[src/rtl/lsdr_pkg.sv]
package lsdr_pkg;
  // Register pointer values on the serial bus
  localparam logic [4:0] REG_ID      = 5'h12;
  localparam logic [4:0] REG_STATUS  = 5'h13;
  localparam logic [4:0] REG_CH0_LO  = 5'h14;
  localparam logic [4:0] REG_CH0_HI  = 5'h15;
  localparam logic [4:0] REG_CH1_LO  = 5'h16;
  localparam logic [4:0] REG_CH1_HI  = 5'h17;
  // Status field positions
  localparam int         ST_NP_BIT    = 5;
  localparam int         ST_LIGHT_BIT = 4;
  localparam int         ST_VALID_BIT = 0;
  // Bus address and identity; the identity value is arbitrary
  localparam logic [6:0] BUS_ADDR_DEFAULT = 7'h29;
  localparam logic [7:0] ID_VALUE_DEFAULT = 8'hA5;
  // Channel layout
  localparam int         NUM_CH = 2;
  localparam int         CNT_W  = 16;
  // Serial framing
  localparam logic [3:0] BITS_PER_BYTE = 4'h8;
  // Persistence filter: codes up to 3 count one-to-one, then steps of 5
  localparam logic [3:0] PERS_LINEAR_MAX = 4'h3;
  localparam logic [5:0] PERS_STEP       = 6'h05;
  localparam logic [5:0] PERS_CNT_MAX    = 6'h3F;

  typedef enum logic [2:0] {
    ST_IDLE,
    ST_ADDR,
    ST_ACK_ADDR,
    ST_WRITE,
    ST_ACK_WR,
    ST_READ,
    ST_ACK_RD
  } lsdr_state_t;
endpackage : lsdr_pkg

[src/rtl/lsdr_chan.sv]
`timescale 1ns/1ns
module lsdr_chan
  import lsdr_pkg::*;
#(
  parameter int W = CNT_W
) (
  input  wire logic         core_clk,
  input  wire logic         reset,
  input  wire logic         conv_done,
  input  wire logic [W-1:0] count_in,
  input  wire logic         low_rd,
  output logic      [W-1:0] count_ff,
  output logic      [W/2-1:0] shadow_hi_ff
);
  // Live count is double-buffered: it only moves at the end of a conversion
  always_ff @(posedge core_clk) begin
    if (reset) begin
      count_ff     <= '0;
      shadow_hi_ff <= '0;
    end else begin
      if (conv_done) begin
        count_ff <= count_in;
      end
      // Old high byte is caught even if a conversion lands this same cycle
      if (low_rd) begin
        shadow_hi_ff <= count_ff[W-1:W/2];
      end
    end
  end
endmodule : lsdr_chan

[src/rtl/lsdr_top.sv]
`timescale 1ns/1ns
module lsdr_top
  import lsdr_pkg::*;
#(
  parameter logic [6:0] BUS_ADDR = BUS_ADDR_DEFAULT,
  parameter logic [7:0] ID_VALUE = ID_VALUE_DEFAULT
) (
  input  wire logic             core_clk,
  input  wire logic             reset,
  input  wire logic             scl_in,
  input  wire logic             sda_in,
  output logic                  sda_out,
  output logic                  sda_oe,
  output logic                  irq_pin_out,
  output logic                  irq_pin_oe,
  input  wire logic             conv_done,
  input  wire logic [CNT_W-1:0] ch0_count_in,
  input  wire logic [CNT_W-1:0] ch1_count_in,
  input  wire logic             sensing_enable,
  input  wire logic             light_irq_enable,
  input  wire logic             nopersist_irq_enable,
  input  wire logic [3:0]       persist_sel,
  input  wire logic [CNT_W-1:0] persist_low_thr,
  input  wire logic [CNT_W-1:0] persist_high_thr,
  input  wire logic [CNT_W-1:0] nopersist_low_thr,
  input  wire logic [CNT_W-1:0] nopersist_high_thr,
  input  wire logic             irq_clear
);
  logic              scl_meta_ff, scl_sync_ff, scl_prev_ff;
  logic              sda_meta_ff, sda_sync_ff, sda_prev_ff;
  lsdr_state_t       state_ff;
  logic [3:0]        bit_cnt_ff;
  logic [7:0]        shift_ff;
  logic [7:0]        tx_ff;
  logic [4:0]        ptr_ff;
  logic              rw_ff, first_wr_ff, nack_ff;
  logic              sda_oe_ff, sda_out_ff, irq_oe_ff, irq_out_ff;
  logic              nopersist_irq_flag_ff, light_irq_flag_ff, result_valid_flag_ff;
  logic [5:0]        pers_cnt_ff;
  logic [CNT_W-1:0]  cnt_in    [NUM_CH];
  logic [CNT_W-1:0]  live_cnt  [NUM_CH];
  logic [CNT_W/2-1:0] shadow_hi [NUM_CH];
  logic              low_rd    [NUM_CH];

  // Required consecutive out-of-range count for a filter code
  function automatic logic [5:0] pers_need(input logic [3:0] sel);
    logic [5:0] s;
    s = {2'h0, sel};
    if (sel <= PERS_LINEAR_MAX) begin
      pers_need = s;
    end else begin
      pers_need = 6'((s - {2'h0, PERS_LINEAR_MAX}) * PERS_STEP);
    end
  endfunction : pers_need

  // Bus sampling; first stage feeds only the second
  always_ff @(posedge core_clk) begin
    if (reset) begin
      scl_meta_ff <= 1'b1;
      scl_sync_ff <= 1'b1;
      scl_prev_ff <= 1'b1;
      sda_meta_ff <= 1'b1;
      sda_sync_ff <= 1'b1;
      sda_prev_ff <= 1'b1;
    end else begin
      scl_meta_ff <= scl_in;
      scl_sync_ff <= scl_meta_ff;
      scl_prev_ff <= scl_sync_ff;
      sda_meta_ff <= sda_in;
      sda_sync_ff <= sda_meta_ff;
      sda_prev_ff <= sda_sync_ff;
    end
  end

  wire scl_rise   = scl_sync_ff & ~scl_prev_ff;
  wire scl_fall   = ~scl_sync_ff & scl_prev_ff;
  wire bus_start  = scl_sync_ff & scl_prev_ff & sda_prev_ff & ~sda_sync_ff;
  wire bus_stop   = scl_sync_ff & scl_prev_ff & ~sda_prev_ff & sda_sync_ff;
  wire byte_full  = (bit_cnt_ff == BITS_PER_BYTE);
  wire addr_match = (shift_ff[7:1] == BUS_ADDR);
  wire load_rd    = scl_fall & ((state_ff == ST_ACK_ADDR & rw_ff) | (state_ff == ST_ACK_RD & ~nack_ff));
  wire wr_byte_done = scl_fall & (state_ff == ST_WRITE) & byte_full;
  wire [7:0] status_byte = {2'h0, nopersist_irq_flag_ff, light_irq_flag_ff, 3'h0, result_valid_flag_ff};
  wire [7:0] rd_byte =
    (ptr_ff == REG_ID)     ? ID_VALUE :
    (ptr_ff == REG_STATUS) ? status_byte :
    (ptr_ff == REG_CH0_LO) ? live_cnt[0][CNT_W/2-1:0] :
    (ptr_ff == REG_CH0_HI) ? shadow_hi[0] :
    (ptr_ff == REG_CH1_LO) ? live_cnt[1][CNT_W/2-1:0] :
    (ptr_ff == REG_CH1_HI) ? shadow_hi[1] : 8'h00;
  assign cnt_in[0] = ch0_count_in;
  assign cnt_in[1] = ch1_count_in;
  assign low_rd[0] = load_rd & (ptr_ff == REG_CH0_LO);
  assign low_rd[1] = load_rd & (ptr_ff == REG_CH1_LO);
  generate
    for (genvar g = 0; g < NUM_CH; g++) begin : g_chan
      lsdr_chan #(
        .W (CNT_W)
      ) lsdr_chan_inst (
        .core_clk     (core_clk),
        .reset        (reset),
        .conv_done    (conv_done),
        .count_in     (cnt_in[g]),
        .low_rd       (low_rd[g]),
        .count_ff     (live_cnt[g]),
        .shadow_hi_ff (shadow_hi[g])
      );
    end
  endgenerate
  // Serial target: pointer byte first, then reads auto-increment.
  // Write data after the pointer is acked and dropped: every register here is read only.
  always_ff @(posedge core_clk) begin
    if (reset) begin
      state_ff    <= ST_IDLE;
      bit_cnt_ff  <= 4'h0;
      shift_ff    <= 8'h00;
      tx_ff       <= 8'h00;
      ptr_ff      <= 5'h00;
      rw_ff       <= 1'b0;
      first_wr_ff <= 1'b0;
      nack_ff     <= 1'b0;
      sda_oe_ff   <= 1'b0;
    end else if (bus_start) begin
      state_ff   <= ST_ADDR;
      bit_cnt_ff <= 4'h0;
      sda_oe_ff  <= 1'b0;
    end else if (bus_stop) begin
      state_ff  <= ST_IDLE;
      sda_oe_ff <= 1'b0;
    end else begin
      unique case (state_ff)
        ST_IDLE: begin
          sda_oe_ff <= 1'b0;
        end
        ST_ADDR, ST_WRITE: begin
          if (scl_rise) begin
            shift_ff   <= {shift_ff[6:0], sda_sync_ff};
            bit_cnt_ff <= 4'(bit_cnt_ff + 4'h1);
          end else if (scl_fall && byte_full) begin
            if (state_ff == ST_ADDR && !addr_match) begin
              state_ff <= ST_IDLE;
            end else begin
              sda_oe_ff <= 1'b1;
              if (state_ff == ST_ADDR) begin
                state_ff <= ST_ACK_ADDR;
                rw_ff    <= shift_ff[0];
              end else begin
                state_ff    <= ST_ACK_WR;
                first_wr_ff <= 1'b0;
                if (first_wr_ff) begin
                  ptr_ff <= shift_ff[4:0];
                end
              end
            end
          end
        end
        ST_ACK_ADDR, ST_ACK_WR: begin
          if (scl_fall) begin
            bit_cnt_ff <= 4'h0;
            if (state_ff == ST_ACK_WR || !rw_ff) begin
              sda_oe_ff <= 1'b0;
              state_ff  <= ST_WRITE;
              if (state_ff == ST_ACK_ADDR) begin
                first_wr_ff <= 1'b1;
              end
            end
          end
          if (load_rd) begin
            state_ff   <= ST_READ;
            sda_oe_ff  <= ~rd_byte[7];
            tx_ff      <= {rd_byte[6:0], 1'b0};
            bit_cnt_ff <= 4'h1;
            ptr_ff     <= 5'(ptr_ff + 5'h01);
          end
        end
        ST_READ: begin
          if (scl_fall) begin
            if (byte_full) begin
              sda_oe_ff <= 1'b0;
              state_ff  <= ST_ACK_RD;
            end else begin
              sda_oe_ff  <= ~tx_ff[7];
              tx_ff      <= {tx_ff[6:0], 1'b0};
              bit_cnt_ff <= 4'(bit_cnt_ff + 4'h1);
            end
          end
        end
        ST_ACK_RD: begin
          if (scl_rise) begin
            nack_ff <= sda_sync_ff;
          end else if (load_rd) begin
            state_ff   <= ST_READ;
            sda_oe_ff  <= ~rd_byte[7];
            tx_ff      <= {rd_byte[6:0], 1'b0};
            bit_cnt_ff <= 4'h1;
            ptr_ff     <= 5'(ptr_ff + 5'h01);
          end else if (scl_fall) begin
            state_ff <= ST_IDLE;
          end
        end
      endcase
    end
  end

  // Channel 0 comparisons use the incoming result of this conversion
  wire ch0_out_pers = (ch0_count_in < persist_low_thr) | (ch0_count_in > persist_high_thr);
  wire ch0_out_np   = (ch0_count_in < nopersist_low_thr) | (ch0_count_in > nopersist_high_thr);
  wire [5:0] need_cnt = pers_need(persist_sel);
  wire [5:0] nxt_pers_cnt = !ch0_out_pers ? 6'h00 :
                            (pers_cnt_ff == PERS_CNT_MAX) ? pers_cnt_ff : 6'(pers_cnt_ff + 6'h01);
  wire pers_hit = (persist_sel == 4'h0) | (ch0_out_pers & (nxt_pers_cnt >= need_cnt));
  wire conv_live = conv_done & sensing_enable;
  // Interrupt flags are cleared only by irq_clear, and a set in the same cycle wins; the valid flag clears while sensing is disabled
  always_ff @(posedge core_clk) begin
    if (reset) begin
      pers_cnt_ff           <= 6'h00;
      light_irq_flag_ff     <= 1'b0;
      nopersist_irq_flag_ff <= 1'b0;
      result_valid_flag_ff  <= 1'b0;
    end else begin
      if (!sensing_enable) begin
        pers_cnt_ff <= 6'h00;
      end else if (conv_done) begin
        pers_cnt_ff <= nxt_pers_cnt;
      end
      light_irq_flag_ff     <= (conv_live & pers_hit) | (light_irq_flag_ff & ~irq_clear);
      nopersist_irq_flag_ff <= (conv_live & ch0_out_np) | (nopersist_irq_flag_ff & ~irq_clear);
      result_valid_flag_ff  <= sensing_enable & (conv_done | result_valid_flag_ff);
    end
  end
  // Open-drain pins: only the enable moves, the driven level is always low
  always_ff @(posedge core_clk) begin
    if (reset) begin
      irq_oe_ff  <= 1'b0;
      irq_out_ff <= 1'b0;
      sda_out_ff <= 1'b0;
    end else begin
      irq_oe_ff  <= (light_irq_flag_ff & light_irq_enable) | (nopersist_irq_flag_ff & nopersist_irq_enable);
      irq_out_ff <= 1'b0;
      sda_out_ff <= 1'b0;
    end
  end
  assign sda_out     = sda_out_ff;
  assign sda_oe      = sda_oe_ff;
  assign irq_pin_out = irq_out_ff;
  assign irq_pin_oe  = irq_oe_ff;
endmodule : lsdr_top

[config.mk]
export PLATFORM = sky130hd
export DESIGN_NAME = lsdr_top
export DESIGN_NICKNAME = d
export VERILOG_FILES = /design/src/rtl/lsdr_pkg.sv /design/src/rtl/lsdr_chan.sv /design/src/rtl/lsdr_top.sv
export SDC_FILE = /design/constraint.sdc
export NUM_CORES = 1
export LEC_CHECK = 0
export BUFFER_PORTS_ARGS = -buffer_cell sky130_fd_sc_hd__buf_2
export CORE_MARGIN = 10
export CORE_UTILIZATION = 57
export CTS_CLUSTER_SIZE = 25
export DETAILED_ROUTE_END_ITERATION = 10
export PLACE_DENSITY = 0.93
export SLEW_MARGIN = 20
export SYNTH_ARGS = -nofsm -noshare
export SYNTH_HDL_FRONTEND = slang
export SYNTH_SLANG_ARGS = --single-unit
[constraint.sdc]
create_clock -name core_clk -period 3.6 [get_ports core_clk]
set_clock_uncertainty 0.2 [all_clocks]
set_input_delay 0 -clock core_clk [delete_from_list [all_inputs] [get_ports core_clk]]
set_output_delay 0 -clock core_clk [all_outputs]
set_load 0.05 [all_outputs]
==> metrics.md <==
| Metric | Value |
|---|---|
| Register area share after synthesis | `29.1%` |
| Status | `completed` |
| Cell area after synthesis | `roughly 6500 um2` |
| Largest net degree at the start of global routing | `between 50 and 60` |
| Initial Utilization | `57.7%` |
| Final setup viols | `0` |
| Vias per cell | `about 6` |
| TritonCTS clock tree | `built` |
| Register area | `1900 um2` |
| Die Span X | `around 130 um` |
| Area leader, netlist | `dfxtp_1` |
| Die H | `127 um` |
| Die area | `16200 um2` |
| Synth async-reset ratio | `0%` |
| Worst Path Required | `3.63 ns` |
| Footprint of the multi-input gates | `4210 um2` |
| First-pass GRT wire length | `31600 um` |
| Antenna violations before repair | `0` |
| Worst slew pin tran | `0.773 ns` |
| Design Power | `approximately 2700 uW` |
| Critical path class | `input port to register` |
| Setup crit start kind | `input port` |
| Yosys warning count | `0` |
| Minimum clock period | `3.53 ns` |
| Post-detailed-routing wire length | `19600 um` |
| Tcrit/Tclk final | `98.1%` |
| GP Congestion | `0.919` |
| Area grow syn2layout | `23.5%` |
| Post-DR wirelength/cell | `17.7 um` |
| Clock Pin Slew Worst Setup and Hold Paths | `~0.07 ns` |
| Type of the worst min-delay path | `input port to register` |
| Setup TNS Final | `0 ns` |
| Lkg Pwr | `0.00388 uW` |
| Fin util | `71.3%` |
| Count of input and output buffers | `110` |
| Total CTS buffers | `9` |
| Slew Limit Headroom | `48.5%` |
| DRT Pass-1 Iters | `5` |
| Clock latency on the worst-skew pair | `0.35 ns` |
| Grt total ovfl | `0` |
| FMAX | `between 0.2 and 0.3 GHz` |
| ANT nets after route | `0` |
| Placed cell count | `1031` |
| Worst EP arrival | `3.56 ns` |
| DP HPWL | `12900 um` |
| Number of global-route vias before repair | `6570` |
| Nets | `1151` |
| H-tree depth | `3` |
| # rows | `39` |
| Detailed-route DRC error count | `0` |
| Filler instances | `770` |
| Unique masters post-synth | `74` |
| Top_reg_cell synth | `dfxtp_1` |
| Fin area | `8080 um2` |
| Placement Cell Area | `7150 um2` |
| Crit path max fanout | `5` |
| Ant diodes | `0` |
| Post-synthesis average cell area | `8.12 um2` |
| Post-synthesis instance total | `805` |
| Share of cells above drive strength 1 | `17.0%` |
| Fin. Hold Viols | `0` |
| Clock Path Buffers | `2` |
| Non-Filler Instances | `1108` |
| PwrDens | `334 nW/um2` |
| Tot GR Track Use | `between 20% and 30%` |
| Worst setup EP type | `register` |
| Area contributors post-synth | `dfxtp_1, ha_1, mux2i_1, nor2_1, a21oi_1` |
| CTS sink count | `95` |
| DR iter-0 viols | `532` |
| VDD IR max | `0.261 mV` |
| Vias | `6621` |
| Top-area cell type share of the netlist area | `29.1%` |
| Fin. max-slew vios | `0` |
| Post-synthesis register bit count | `95` |
| Number of flops mapped to enable cells by yosys | `0` |
| Worst reg2reg setup slack | `0.59 ns` |
| Root buffer cell | `clkbuf_16` |
| IO Pins | `113` |
| CORE AREA | `11300 um2` |
| Max-cap violations | `0` |
==> worst paths after layout <==
check,cells past startpoint,start,to
min reg2reg,1,scl_meta_ff,scl_sync_ff
max,16,ch0_count_in[1],light_irq_flag_ff
min,5,nopersist_high_thr[15],nopersist_irq_flag_ff
max reg2reg,12,pers_cnt_ff[0],light_irq_flag_ff
==> stage by stage <==
stage          hold slack [ns]  setup WS [ns]
2_1_floorplan          -0.0962          0.790
3_3_place_gp           -0.0161          0.346
3_5_place_dp           -0.0134          0.214
4_1_cts                 0.0378         0.0266
5_1_grt                 0.0817         -0.235
6_report                0.0450         0.0678
==> Yosys cell counts, types with 3 or more instances <==
cell / n
a2111oi_0: 3
a211oi_1: 11
a21o_1: 9
a21oi_1: 62
a21oi_2: 3
a311oi_1: 3
a31oi_1: 3
a32oi_1: 3
and3_1: 3
and3b_1: 4
buf_1: 4
buf_2: 6
buf_4: 5
clkbuf_1: 17
dfxtp_1: 95
ha_1: 81
inv_1: 77
mux2i_1: 56
nand2_1: 73
nand2b_1: 14
nand3_1: 13
nand3_2: 3
nand3b_1: 9
nand4_1: 12
nor2_1: 94
nor2b_1: 8
nor3_1: 10
nor4_1: 4
o21a_1: 5
o21ai_0: 35
o31ai_1: 8
or2_2: 7
xnor2_1: 6
xor2_1: 3
==> placed cells by master, fill, tap and decap left out, types with 3 or more instances in the layout <==
| cell type | synthesis | routed |
|---|---|---|
| buf_2 | 6 | 110 |
| dfxtp_1 | 95 | 95 |
| nor2_1 | 94 | 94 |
| ha_1 | 81 | 81 |
| inv_1 | 77 | 77 |
| nand2_1 | 73 | 73 |
| a21oi_1 | 62 | 60 |
| dlygate4sd3_1 | 0 | 59 |
| mux2i_1 | 56 | 56 |
| o21ai_0 | 35 | 34 |
| nand2b_1 | 14 | 14 |
| nand3_1 | 13 | 13 |
| nand4_1 | 12 | 12 |
| a211oi_1 | 11 | 10 |
| nor3_1 | 10 | 10 |
| a21o_1 | 9 | 9 |
| nand3b_1 | 9 | 9 |
| clkbuf_16 | 0 | 9 |
| nor2b_1 | 8 | 8 |
| o31ai_1 | 8 | 8 |
| or2_2 | 7 | 7 |
| buf_4 | 5 | 7 |
| xnor2_1 | 6 | 6 |
| o21a_1 | 5 | 5 |
| a21oi_2 | 3 | 4 |
| nor4_1 | 4 | 4 |
| and3b_1 | 4 | 4 |
| inv_8 | 0 | 4 |
| a2111oi_0 | 3 | 3 |
| xor2_1 | 3 | 3 |
| and3_1 | 3 | 3 |
| a32oi_1 | 3 | 3 |
| nand3_2 | 3 | 3 |
| a31oi_1 | 3 | 3 |
| a311oi_1 | 3 | 3 |
==> where the power goes <==
group | switching, uW | total (uW) | leakage (uW) | internal, uW
combinational | 327 | 618 | 0.00297 | 291
sequential | 42.3 | 1130 | 0.000774 | 1090
clock | 459 | 951 | 0.000144 | 492
==> state kept, by name, summed over array words and instances, names as in the netlist, 3 cells and up <==
| name | count |
|---|---|
| shift_ff | 8 |
| pers_cnt_ff | 6 |
| state_ff | 3 |
| g_chan.lsdr_chan_inst.shadow_hi_ff | 16 |
| ptr_ff | 5 |
| bit_cnt_ff | 4 |
| tx_ff | 7 |
| g_chan.lsdr_chan_inst.count_ff | 32 |
==> cell families (layout without fill, tap and decap cells) <==
family | after synthesis | in the layout | share of synthesized area (%)
simple gates | 271 | 271 | 20.2
compound gates | 179 | 179 | 18.0
buf+inv | 111 | 270 | 6.89
flops | 95 | 95 | 29.1
fa+ha+maj | 82 | 82 | 15.8
mux | 57 | 57 | 8.75
xor+xnor | 9 | 9 | 1.21
other cells | 1 | 2 | 0.0574
==> routing by layer <==
metal,up-vias,track usage [%],share of wire (%)
li1,3121,-,-
met1,3045,25.6,39
met2,373,40.1,49
met3,82,5.83,8.3
met4,0,11.5,4.4
met5,-,0,0
==> timing repair <==
item                                    4_1_cts  5_1_grt
endpoints found under the setup margin        0        1
setup buffers                                 0        2
hold buffers                                 59        0
gates resized for setup                       0        6
hold endpoints to repair                     40        0
==> cell type report <==
class,count,share of cell area [%]
clock inverter,7,0.868
sequential,95,23.5
multi-input combinational,600,52.2
inverter,78,3.63
clock buffer,9,2.79
timing repair buffer,176,14.8
tap,143,2.22
==> critical path, stage by stage <==
cell and delay [ns]:
dlygate4sd3_1 0.54, buf_2 0.18, ha_1 0.33, nor2b_1 0.17, o211ai_1 0.10, a2111oi_0 0.56, or3_4 0.27, a21oi_4 0.07
nand2b_1 0.16, ha_1 0.28, nand2b_1 0.14, a21o_1 0.19, a211oi_2 0.24, o31ai_1 0.11, o21ai_0 0.16, a31oi_1 0.05
Power figures use the tool's default switching activity.
